==> config.mk <==
export PLATFORM = sky130hd
export DESIGN_NAME = key_matrix_burst_scanner
export DESIGN_NICKNAME = d
export VERILOG_FILES = /design/src/key_scan_pkg.sv /design/src/pin_sync3.sv /design/src/frame_timer.sv /design/src/key_matrix_burst_scanner.sv
export SDC_FILE = /design/constraint.sdc
export NUM_CORES = 1
export LEC_CHECK = 0
export ABC_AREA = 1
export BUFFER_PORTS_ARGS = -buffer_cell sky130_fd_sc_hd__buf_4
export CORE_ASPECT_RATIO = 2
export CORE_MARGIN = 3
export CORE_UTILIZATION = 45
export DETAILED_ROUTE_END_ITERATION = 6
export GPL_TIMING_DRIVEN = 0
export PLACE_DENSITY = 0.69
export SYNTH_ARGS = -nofsm -noshare
export SYNTH_HDL_FRONTEND = slang
export SYNTH_HIERARCHICAL = 1
export SYNTH_SLANG_ARGS = --single-unit
==> constraint.sdc <==
create_clock -name i_core_clk -period 2.7 [get_ports i_core_clk]
set_input_delay 0.135 -clock i_core_clk [delete_from_list [all_inputs] [get_ports i_core_clk]]
set_output_delay 0.135 -clock i_core_clk [all_outputs]
set_load 0.01 [all_outputs]
==> src/key_scan_pkg.sv <==
// Behaviour
// - A key with zero pulse count setting is disabled, non-zero is enabled.
// - Scan one key at a time: drive lines 0..7 on receive 0, then receive 1.
// - Key index equals eight times receive index plus drive index.
// - Finish a key's burst and conversion before the next key's burst starts.
// - Burst pulse count comes from that key's own pulse count setting.
// - Disabled keys get no burst at all in the scan.
// - New frame every 16 ms; sleep once the frame's keys are all done.
// - On each drive pulse falling edge, clamp the active receive line to ground.
// - After the burst, clamp and time the ramp to zero crossing as the result.
// - Each drive pulse stays high at least 250 ns after its leading edge.
package key_scan_pkg;

  // ----------------------------------------
  // Matrix geometry and widths
  // ----------------------------------------
  localparam int KEYS  = 16;
  localparam int DRV_N = 8;
  localparam int RX_N  = 2;
  localparam int KEY_W = 4;
  localparam int DRV_W = 3;
  localparam int BL_W  = 8;
  localparam int CNT_W = 16;
  localparam int DLY_W = 8;

  localparam logic [KEY_W-1:0] LAST_KEY  = 4'hf;
  localparam logic [KEY_W-1:0] FIRST_KEY = 4'h0;
  localparam logic [BL_W-1:0]  BL_OFF    = 8'h00;
  localparam logic [CNT_W-1:0] CNT_MAX   = 16'hffff;

  // ----------------------------------------
  // Timing
  // ----------------------------------------
  localparam int CLK_PERIOD_NS = 10;
  localparam int DWELL_NS      = 250;
  localparam int CLAMP_NS      = 250;
  localparam int FRAME_MS      = 16;
  // Least times round up to whole cycles
  localparam int DWELL_CYC = (DWELL_NS + CLK_PERIOD_NS - 1) / CLK_PERIOD_NS;
  localparam int CLAMP_CYC = (CLAMP_NS + CLK_PERIOD_NS - 1) / CLK_PERIOD_NS;
  localparam int FRAME_CYC = FRAME_MS * 1000000 / CLK_PERIOD_NS;
  localparam logic [DLY_W-1:0] DWELL_LOAD = DLY_W'(DWELL_CYC - 1);
  localparam logic [DLY_W-1:0] CLAMP_LOAD = DLY_W'(CLAMP_CYC - 1);

  // ----------------------------------------
  // Sequencer states
  // ----------------------------------------
  typedef enum logic [2:0] {
    ST_SLEEP,
    ST_SELECT,
    ST_HIGH,
    ST_LOW,
    ST_CONVERT
  } scan_state_e;

endpackage : key_scan_pkg

==> src/pin_sync3.sv <==
`timescale 1ns/1ps
// Three-stage pin synchroniser; level moves once stages two and three agree
module pin_sync3
(
  input  wire logic i_core_clk,
  input  wire logic i_rst_n,
  input  wire logic i_pin,
  output logic      o_level
);
  import key_scan_pkg::*;

  logic s1_reg;
  logic s2_reg;
  logic s3_reg;
  logic lvl_reg;
  logic lvl_next;

  // ----------------------------------------
  // Filter
  // ----------------------------------------
  // First stage feeds only the second, to keep metastability contained
  always_comb
  begin
    lvl_next = lvl_reg;
    if (s2_reg == s3_reg)
    begin
      lvl_next = s3_reg;
    end
  end

  always_ff @(posedge i_core_clk or negedge i_rst_n)
  begin
    if (!i_rst_n)
    begin
      s1_reg  <= 1'b0;
      s2_reg  <= 1'b0;
      s3_reg  <= 1'b0;
      lvl_reg <= 1'b0;
    end
    else
    begin
      s1_reg  <= i_pin;
      s2_reg  <= s1_reg;
      s3_reg  <= s2_reg;
      lvl_reg <= lvl_next;
    end
  end

  assign o_level = lvl_reg;

endmodule : pin_sync3

==> src/frame_timer.sv <==
`timescale 1ns/1ps
// Free-running frame period counter, one-cycle tick at each wrap
module frame_timer
#(
  parameter int PERIOD = 1600000
)
(
  input  wire logic i_core_clk,
  input  wire logic i_rst_n,
  output logic      o_tick
);
  import key_scan_pkg::*;

  localparam int W = $clog2(PERIOD + 1);
  localparam logic [W-1:0] WRAP = W'(PERIOD - 1);

  logic [W-1:0] cnt_reg;
  logic [W-1:0] cnt_next;
  logic         tick_reg;
  logic         tick_next;

  // ----------------------------------------
  // Period count
  // ----------------------------------------
  always_comb
  begin
    tick_next = (cnt_reg == WRAP);
    cnt_next  = tick_next ? '0 : cnt_reg + W'(1);
  end

  always_ff @(posedge i_core_clk or negedge i_rst_n)
  begin
    if (!i_rst_n)
    begin
      cnt_reg  <= '0;
      tick_reg <= 1'b0;
    end
    else
    begin
      cnt_reg  <= cnt_next;
      tick_reg <= tick_next;
    end
  end

  assign o_tick = tick_reg;

endmodule : frame_timer

==> src/key_matrix_burst_scanner.sv <==
`timescale 1ns/1ps
// Touch matrix scan sequencer: per-key bursts, clamp, zero-cross timing
module key_matrix_burst_scanner
#(
  parameter int FRAME_CYCLES = key_scan_pkg::FRAME_CYC
)
(
  input  wire logic                                           i_core_clk,
  input  wire logic                                           i_rst_n,
  input  wire logic [key_scan_pkg::KEYS-1:0][key_scan_pkg::BL_W-1:0] i_pulse_count_setting,
  input  wire logic [key_scan_pkg::RX_N-1:0]                  i_ramp_above_zero,
  output logic      [key_scan_pkg::DRV_N-1:0]                 o_drive_line,
  output logic      [key_scan_pkg::RX_N-1:0]                  o_rx_out,
  output logic      [key_scan_pkg::RX_N-1:0]                  o_rx_oe_n,
  output logic                                                o_result_valid,
  output logic      [key_scan_pkg::KEY_W-1:0]                 o_result_key,
  output logic      [key_scan_pkg::CNT_W-1:0]                 o_result_count,
  output logic                                                o_sleep
);
  import key_scan_pkg::*;

  // ----------------------------------------
  // Declarations
  // ----------------------------------------
  scan_state_e      state_reg;
  scan_state_e      state_next;
  logic [KEY_W-1:0] key_reg;
  logic [KEY_W-1:0] key_next;
  logic [BL_W-1:0]  left_reg;
  logic [BL_W-1:0]  left_next;
  logic [DLY_W-1:0] dly_reg;
  logic [DLY_W-1:0] dly_next;
  logic [CNT_W-1:0] tmr_reg;
  logic [CNT_W-1:0] tmr_next;
  logic [DRV_N-1:0] drive_reg;
  logic [DRV_N-1:0] drive_next;
  logic [RX_N-1:0]  clamp_reg;
  logic [RX_N-1:0]  clamp_next;
  logic             valid_reg;
  logic             valid_next;
  logic [KEY_W-1:0] rkey_reg;
  logic [KEY_W-1:0] rkey_next;
  logic [CNT_W-1:0] rcnt_reg;
  logic [CNT_W-1:0] rcnt_next;
  logic             sleep_reg;
  logic             sleep_next;
  logic             frame_tick;
  logic [RX_N-1:0]  ramp_lvl;
  logic [BL_W-1:0]  cur_bl;
  logic [DRV_N-1:0] drv_hot;
  logic [RX_N-1:0]  rx_hot;
  logic             crossed;

  // ----------------------------------------
  // Frame period and pin synchronisers
  // ----------------------------------------
  frame_timer #(
    .PERIOD (FRAME_CYCLES)
  ) u_frame (
    .i_core_clk (i_core_clk),
    .i_rst_n    (i_rst_n),
    .o_tick     (frame_tick)
  );

  // Comparator outputs are asynchronous to the core clock
  for (genvar g = 0; g < RX_N; g++)
  begin : g_sync
    pin_sync3 u_sync (
      .i_core_clk (i_core_clk),
      .i_rst_n    (i_rst_n),
      .i_pin      (i_ramp_above_zero[g]),
      .o_level    (ramp_lvl[g])
    );
  end

  // ----------------------------------------
  // Key decode
  // ----------------------------------------
  // Low bits pick the drive line, top bit the receive line
  assign cur_bl  = i_pulse_count_setting[key_reg];
  assign drv_hot = DRV_N'(1) << key_reg[DRV_W-1:0];
  assign rx_hot  = RX_N'(1) << key_reg[KEY_W-1];
  assign crossed = ramp_lvl[key_reg[KEY_W-1]];

  // ----------------------------------------
  // Sequencer next state
  // ----------------------------------------
  // Outputs are computed one cycle ahead so they leave straight from flops
  always_comb
  begin
    state_next = state_reg;
    key_next   = key_reg;
    left_next  = left_reg;
    dly_next   = (dly_reg != '0) ? dly_reg - DLY_W'(1) : dly_reg;
    tmr_next   = '0;
    drive_next = '0;
    clamp_next = '0;
    valid_next = 1'b0;
    rkey_next  = rkey_reg;
    rcnt_next  = rcnt_reg;
    case (state_reg)
      ST_SLEEP:
      begin
        // A tick while busy is dropped; the frame resumes on the next one
        if (frame_tick)
        begin
          key_next   = FIRST_KEY;
          state_next = ST_SELECT;
        end
      end
      ST_SELECT:
      begin
        if (cur_bl != BL_OFF)
        begin
          left_next  = cur_bl;
          dly_next   = DWELL_LOAD;
          drive_next = drv_hot;
          state_next = ST_HIGH;
        end
        else if (key_reg == LAST_KEY)
        begin
          state_next = ST_SLEEP;
        end
        else
        begin
          key_next = key_reg + KEY_W'(1);
        end
      end
      ST_HIGH:
      begin
        // Held for the full dwell so charge is captured after slow edges
        if (dly_reg == '0)
        begin
          clamp_next = rx_hot;
          dly_next   = CLAMP_LOAD;
          left_next  = left_reg - BL_W'(1);
          state_next = ST_LOW;
        end
        else
        begin
          drive_next = drv_hot;
        end
      end
      ST_LOW:
      begin
        if (dly_reg != '0)
        begin
          clamp_next = rx_hot;
        end
        else if (left_reg == BL_OFF)
        begin
          // Clamp stays on and the timer starts from zero
          clamp_next = rx_hot;
          state_next = ST_CONVERT;
        end
        else
        begin
          dly_next   = DWELL_LOAD;
          drive_next = drv_hot;
          state_next = ST_HIGH;
        end
      end
      ST_CONVERT:
      begin
        if (crossed || tmr_reg == CNT_MAX)
        begin
          valid_next = 1'b1;
          rkey_next  = key_reg;
          rcnt_next  = tmr_reg;
          if (key_reg == LAST_KEY)
          begin
            state_next = ST_SLEEP;
          end
          else
          begin
            key_next   = key_reg + KEY_W'(1);
            state_next = ST_SELECT;
          end
        end
        else
        begin
          clamp_next = rx_hot;
          tmr_next   = tmr_reg + CNT_W'(1);
        end
      end
      default:
      begin
        state_next = ST_SLEEP;
      end
    endcase
    sleep_next = (state_next == ST_SLEEP);
  end

  // ----------------------------------------
  // Sequencer registers
  // ----------------------------------------
  always_ff @(posedge i_core_clk or negedge i_rst_n)
  begin
    if (!i_rst_n)
    begin
      state_reg <= ST_SLEEP;
      key_reg   <= FIRST_KEY;
      left_reg  <= BL_OFF;
      dly_reg   <= '0;
      tmr_reg   <= '0;
      drive_reg <= '0;
      clamp_reg <= '0;
      valid_reg <= 1'b0;
      rkey_reg  <= FIRST_KEY;
      rcnt_reg  <= '0;
      sleep_reg <= 1'b1;
    end
    else
    begin
      state_reg <= state_next;
      key_reg   <= key_next;
      left_reg  <= left_next;
      dly_reg   <= dly_next;
      tmr_reg   <= tmr_next;
      drive_reg <= drive_next;
      clamp_reg <= clamp_next;
      valid_reg <= valid_next;
      rkey_reg  <= rkey_next;
      rcnt_reg  <= rcnt_next;
      sleep_reg <= sleep_next;
    end
  end

  // ----------------------------------------
  // Outputs
  // ----------------------------------------
  // Receive pins only ever pull to ground; enable is active low
  assign o_drive_line   = drive_reg;
  assign o_rx_out       = '0;
  assign o_rx_oe_n      = ~clamp_reg;
  assign o_result_valid = valid_reg;
  assign o_result_key   = rkey_reg;
  assign o_result_count = rcnt_reg;
  assign o_sleep        = sleep_reg;

  // ----------------------------------------
  // Checking helpers
  // ----------------------------------------
  logic [DLY_W-1:0] hi_len_reg;
  logic [BL_W-1:0]  pulses_reg;
  logic [KEY_W-1:0] last_key_reg;
  logic             any_result_reg;
  localparam int DWELL_MIN = DWELL_CYC;

  always_ff @(posedge i_core_clk or negedge i_rst_n)
  begin
    if (!i_rst_n)
    begin
      hi_len_reg     <= '0;
      pulses_reg     <= '0;
      last_key_reg   <= FIRST_KEY;
      any_result_reg <= 1'b0;
    end
    else
    begin
      hi_len_reg     <= (drive_reg != '0) ? hi_len_reg + DLY_W'(1) : '0;
      // A pulse starts where drive is high and the high-time count is still zero
      pulses_reg     <= (state_reg == ST_SELECT) ? '0 :
                        (((drive_reg != '0) && (hi_len_reg == '0)) ? pulses_reg + BL_W'(1) : pulses_reg);
      if (valid_reg)
      begin
        last_key_reg   <= rkey_reg;
        any_result_reg <= 1'b1;
      end
      if (state_reg == ST_SLEEP)
      begin
        any_result_reg <= 1'b0;
      end
    end
  end
endmodule : key_matrix_burst_scanner

* After elaboration in Yosys (flattened, before gate mapping)
Index checks and enable logic that the tools add are counted.
Storage, ports and cells: output and inout bits 34, logic and storage cells 99, input bits 132, register bits 101
Operators by class: reduce and logical (&&, ||, !) cells 12, shift operators 2, bitwise operators 1, equality and inequality tests 14, muxes and demuxes 42, magnitude comparators 2, add/sub/neg operators 5
Operator list (number):
- $mux 8 | 12
- $pmux 8 s3 | 2
- $bmux 8 s4 | 1
- $mux 16 | 2
- $add 21x1->21 const B | 1
- $eq 21x21->1 const B | 1
- $mux 21 | 1
- $mux 3 | 7
- $add 16x1->16 const B | 1
- $eq 16x16->1 const B | 1
- $logic_not 8->1 | 2
- $mux 4 | 4
- $pmux 8 s2 | 1
- $reduce_bool 8->1 | 2
- $sub 8x1->8 const B | 2
- $pmux 3 s5 | 1
- $pmux 4 s3 | 1
- $mux 2 | 4
- $ne 2x2->1 const B | 4
- $shl 1x3->8 const A | 1
- $eq 3x2->1 const B | 2
- $logic_not 3->1 | 2
- $pmux 2 s3 | 1
- $lt 4x5->1 const B | 1
- 16 further kinds | 21

* Logic depth before layout (Yosys ltp)
depth in word-level cells 6, mapped depth 19, mapped depth without buffers 17

* Cells and area by module
Netlist, hierarchy kept.
Modules (own cells, without submodules):
- key_matrix_burst_scanner | cells an instance 846, seq. area each 1778.0 µm², times used 1, area each 5261.3 µm²
- frame_timer | cells an instance 166, seq. area each 550.5 µm², times used 1, area each 1290.0 µm²
- pin_sync3 | cells an instance 8, seq. area each 100.1 µm², times used 2, area each 116.4 µm²

* Least setup slack after synthesis
OpenSTA, ideal clock, no wires.
path kind register to register, start reg key_reg[0], end reg dly_reg[3], setup time 131 ps, cell stages (with the launch flop) 17, setup slack 808 ps, buffers on the path 4, clock period less this slack 1892 ps, data required time 2569 ps, arrival 1761 ps, cells stage by stage dfrtp_1 -> buf_2 -> inv_2 -> buf_6 -> buf_4 -> nand2_1 -> nand3_1 -> nand3_1 -> nand3_1 -> nand2_1 -> nor2_1 -> nand2_2 -> inv_1 -> nand2_2 -> nand2_4 -> buf_6 -> o211ai_1
On the way: word-level cells in the longest chain between the ends 5
Ends and longest elaborated chain:
- start, declared | RTL line key_matrix_burst_scanner.sv:27 | logic [KEY_W-1:0] key_reg;
- start signal, assigned | RTL line key_matrix_burst_scanner.sv:216 | key_reg <= key_next;
- $bmux 8 s4 | RTL line key_matrix_burst_scanner.sv:80 | assign cur_bl = i_pulse_count_setting[key_reg];
- $mux 8 (implied by the code) | RTL line key_matrix_burst_scanner.sv:80
- $reduce_bool 8->1 | RTL line key_matrix_burst_scanner.sv:113 | if (cur_bl != BL_OFF)
- $mux 8 | RTL line key_matrix_burst_scanner.sv:113
- $pmux 8 s3 | RTL line key_matrix_burst_scanner.sv:101 | case (state_reg)
- via dly_next[3] | RTL line key_matrix_burst_scanner.sv:32 | logic [DLY_W-1:0] dly_next;
- end signal, assigned | RTL line key_matrix_burst_scanner.sv:218 | dly_reg <= dly_next;
- end, declared | RTL line key_matrix_burst_scanner.sv:31 | logic [DLY_W-1:0] dly_reg;
The timed path passes the listed nets, and every way through them passes these cells. The select of a mux whose other input is x is not followed. A chain may end at the register's enable or synchronous reset.

* Final worst setup path
start reg key_reg[0], end reg drive_reg[3] (netlist: o_drive_line[3])
On the way: word-level cells in the longest chain between the ends 5, elaborated cells between the ends (all ways) 9, classes of those cells shift: 1; mux: 7; reduce/logical: 1
Ends and longest elaborated chain:
- $bmux 8 s4 | RTL line key_matrix_burst_scanner.sv:80
- $mux 8 (implied by the code) | RTL line key_matrix_burst_scanner.sv:80
- $reduce_bool 8->1 | RTL line key_matrix_burst_scanner.sv:113
- $mux 8 | RTL line key_matrix_burst_scanner.sv:113
- $pmux 8 s3 (*) | RTL line key_matrix_burst_scanner.sv:101
- via drive_next[3] | RTL line key_matrix_burst_scanner.sv:36 | logic [DRV_N-1:0] drive_next;
- end signal, assigned | RTL line key_matrix_burst_scanner.sv:220 | drive_reg <= drive_next;
- end, declared | RTL line key_matrix_burst_scanner.sv:35 | logic [DRV_N-1:0] drive_reg;
Mark *: on every way through the listed nets, which the timed path passes. The rest lies on a longest branch. The select of a mux whose other input is x is not followed.

==> impl_metrics.py <==
metrics = {
    "die": {
        "fp.dieH_um": 180,
        "dieArea_um2": 16700,
        "ioPinCount": 166,
        "die_x_um": 92.8,
        "start_util_pct": 46.5,
        "coreArea_um2": 14600,
        "num_rows": 62,
    },
    "drt": {
        "wl_per_cell_um": 14.6,
        "wirelength_um": 20500,
        "detail_route.iter0.violations": 313,
        "route.detailed.drc": 0,
        "num_vias": 6879,
        "viasPerCell": 4.90,
        "ant_nets": 0,
        "first_pass_iters": 5,
    },
    "synthesis": {
        "synth_top_area_cell": "dfrtp_1",
        "syn_area_um2": 6780,
        "yosysWarnings": 6,
        "ys_seq_area_share_pct": 37.3,
        "synth_commonest_cells": "nand2_1 (351), inv_1 (164), nand3_1 (104)",
        "synth_area_leaders": "dfrtp_1 (37%), nand2_1 (19%), inv_1 (9.1%), nand3_1 (7.7%), nor2_1 (5.4%)",
        "synth_async_sr_flop_share_pct": 100,
        "dominantRegCellSynth": "dfrtp_1",
        "synth_cells": 1028,
        "ys_ff_latch": 101,
        "postSynthAreaPerCell_um2": 6.60,
        "synth.most_common_cell": "nand2_1",
        "synth_top_cell_area_share_pct": 36.9,
        "synth_edf_count": 0,
        "synth_cell_types": 41,
    },
    "final_layout": {
        "multiInputGateArea_um2": 3380,
        "drive_gt1_share_pct": 20.3,
        "regArea_um2": 2530,
        "stdcell_area_um2": 8580,
        "largest_register_ffs": 21,
        "fillCellCount": 1484,
        "area_growth_pct": 26.5,
        "fin_nets": 1350,
        "antenna_cells": 0,
    },
    "hold_path": {
        "min_path_type": "reg2reg",
    },
    "grt": {
        "grt_max_degree": 102,
        "overflow": 0,
        "grt_first_pass_wirelength_um": 32800,
        "antenna_found_initial": 0,
        "groute.usage.overall_pct": 24.8,
        "grt_pass1_vias": 6950,
    },
    "sta": {
        "setup_viol": 0,
        "rsz0062_at_grt": "false",
        "maxSlewViolCount": 0,
        "setup_tns_ns": 0,
        "hold_viol": 0,
        "skew_ns": 0.0112,
        "worstMarginPinSlew_ns": 0.909,
        "relSlewSlack_pct": 39.4,
        "fmax_mhz": 398,
        "fin_crit_ns": 2.51,
        "period_share_pct": 93.0,
    },
    "cts": {
        "postCtsSetupRepairBufs": 0,
        "cts_buffer_depth": 2,
        "path_clk_slew_ns": 0.08,
        "numCtsBuffers": 9,
        "clk_latency_ns": 0.34,
        "cts_tree": "done",
        "cts.sinks": 101,
        "root_buffer": "clkbuf_16",
        "htree_levels": 3,
    },
    "worst_setup_path": {
        "worst-setup-path-type": "reg2reg",
        "cp-end-kind": "register",
        "worstPathArrival_ns": 2.72,
        "cpMostUsedCell": "nand2_1",
        "crit_path_max_incr_delay_ns": 0.44,
        "crit_required_ns": 2.91,
        "slowest_stage": "clkbuf_1",
        "cp-start-kind": "register",
        "cp_cell_sequence": "buf_2 -> clkbuf_1 -> nand2_1 -> nand2_1 -> nand2_1 -> nand3_1 -> nand3_1 -> nand2_1 -> nor2_1 -> nand2_2 -> inv_1 -> nand2_2 -> nand2_4 -> a21boi_0",
        "cp_max_fo": 10,
    },
    "power": {
        "swShare_pct": 23.7,
        "p_seq_share_pct": 49.8,
        "power_density_nw_per_um2": 356,
        "p_clk_share_pct": 40.6,
        "p_int_w": 0.00233,
        "combinationalPowerShare_pct": 9.5,
        "power.switching_w": 0.000725,
        "ir_worst_vdd_mv": 0.466,
        "p_leak_nw": 4.77,
    },
    "place": {
        "hpwl_um": 16500,
        "port_buffers": 163,
        "place_area_um2": 8250,
        "gp_congestion": 0.876,
    },
    "job": {
        "drv_cap": 0,
    },
    "status": {
        "status": "complete, no violations",
    },
}
==> metrics by stage <==
step | total power [W] | instances | setup WS (ns) | utilization (%) | hold WS [ns]
2_1_floorplan | 0.00164 | 1029 | 0.808 | - | -0.161
3_3_place_gp | 0.00184 | 1384 | 0.127 | 56.6 | 0.245
3_5_place_dp | 0.00184 | 1384 | 0.104 | 56.6 | 0.246
4_1_cts | 0.00310 | 1402 | 0.0953 | 58.7 | 0.113
5_1_grt | 0.00320 | 1403 | 0.00226 | 58.8 | 0.369
6_report | 0.00306 | 1403 | 0.190 | 58.8 | 0.349
==> cell type report <==
type / instances / area share (%)
plain buffers: 38 / 2.68
inverters: 173 / 7.58
repair buffers: 166 / 14.7
clock inverters: 7 / 0.729
clock buffers: 9 / 2.63
multi-input cells: 717 / 39.4
flip-flops and latches: 101 / 29.5
well taps: 192 / 2.80
==> power by group through the flow <==
| stage | combinational, W | sequential [W] | clock (W) |
|---|---|---|---|
| final | 0.000292 | 0.00152 | 0.00124 |
| after CTS | 0.000292 | 0.00152 | 0.00129 |
| after global routing | 0.000326 | 0.00152 | 0.00135 |
| after global placement | 0.000288 | 0.00155 | 0 |
| after floorplan | 0.0000909 | 0.00155 | 0 |
| after detailed placement | 0.000288 | 0.00155 | 0 |
==> cell usage in the layout (no fill, tap or decap), drive strengths merged, types with 5 or more instances in the layout <==
master / netlist / final
xnor2: 6 / 6
xor2: 17 / 17
a31oi: 5 / 5
nand2: 361 / 361
nand3: 108 / 108
nor3b: 5 / 5
nand4: 10 / 10
clkinv: 2 / 5
o21ai: 41 / 41
ha: 12 / 12
inv: 171 / 175
nor3: 20 / 20
nor2: 108 / 108
dfrtp: 100 / 100
a21oi: 10 / 10
clkbuf: 10 / 20
buf: 28 / 190
==> repair_timing <==
item                       in CTS  in global routing
hold endpoints to repair        2                 61
hold buffers                    2                  1
resized for setup               0                  3
setup endpoints to repair       0                 14
==> worst max-delay path, delay by kind of cell (launching register included) <==
family / cells / cell delay [ns]
simple gates: 10 / 0.96
buf+inv: 3 / 0.68
flops: 1 / 0.38
compound gates: 1 / 0.37
==> per-layer routing <==
layer  wire, um  up-vias  GRT usage, %
met5          0        -             0
met4        975        0          12.9
met3       1070       61          4.23
met2      11600      222          49.7
met1       6860     3106          22.4
li1           -     3490             -
==> cell families after synthesis <==
kind of cell	count (synthesis)	synth area share, %
buffers and inverters	211	13.0
and+or+nand+nor	617	39.4
other	1	0.0553
xor gates and xnor gates	23	2.97
adders and majority gates	12	2.21
muxes	1	0.148
DFF	101	37.3
AOI/OAI and AO/OA	62	5.00
==> path summary, 6_finish.rpt <==
kind / slack [ns] / depth (start not counted) / from / endpoint
min: 0.35 / 0 / g_sync[0].u_sync/s1_reg / g_sync[0].u_sync/s2_reg
max: 0.19 / 14 / key_reg[0] / o_drive_line[3]
max in group asynchronous: 1.62 / 2 / i_rst_n / o_result_count[12]
min in group asynchronous: 0.45 / 2 / i_rst_n / u_frame/cnt_reg[18]
max reg2reg: 0.19 / 14 / key_reg[0] / o_drive_line[3]
min reg2reg: 0.35 / 0 / g_sync[0].u_sync/s1_reg / g_sync[0].u_sync/s2_reg
(Power assumes the default switching activity.)
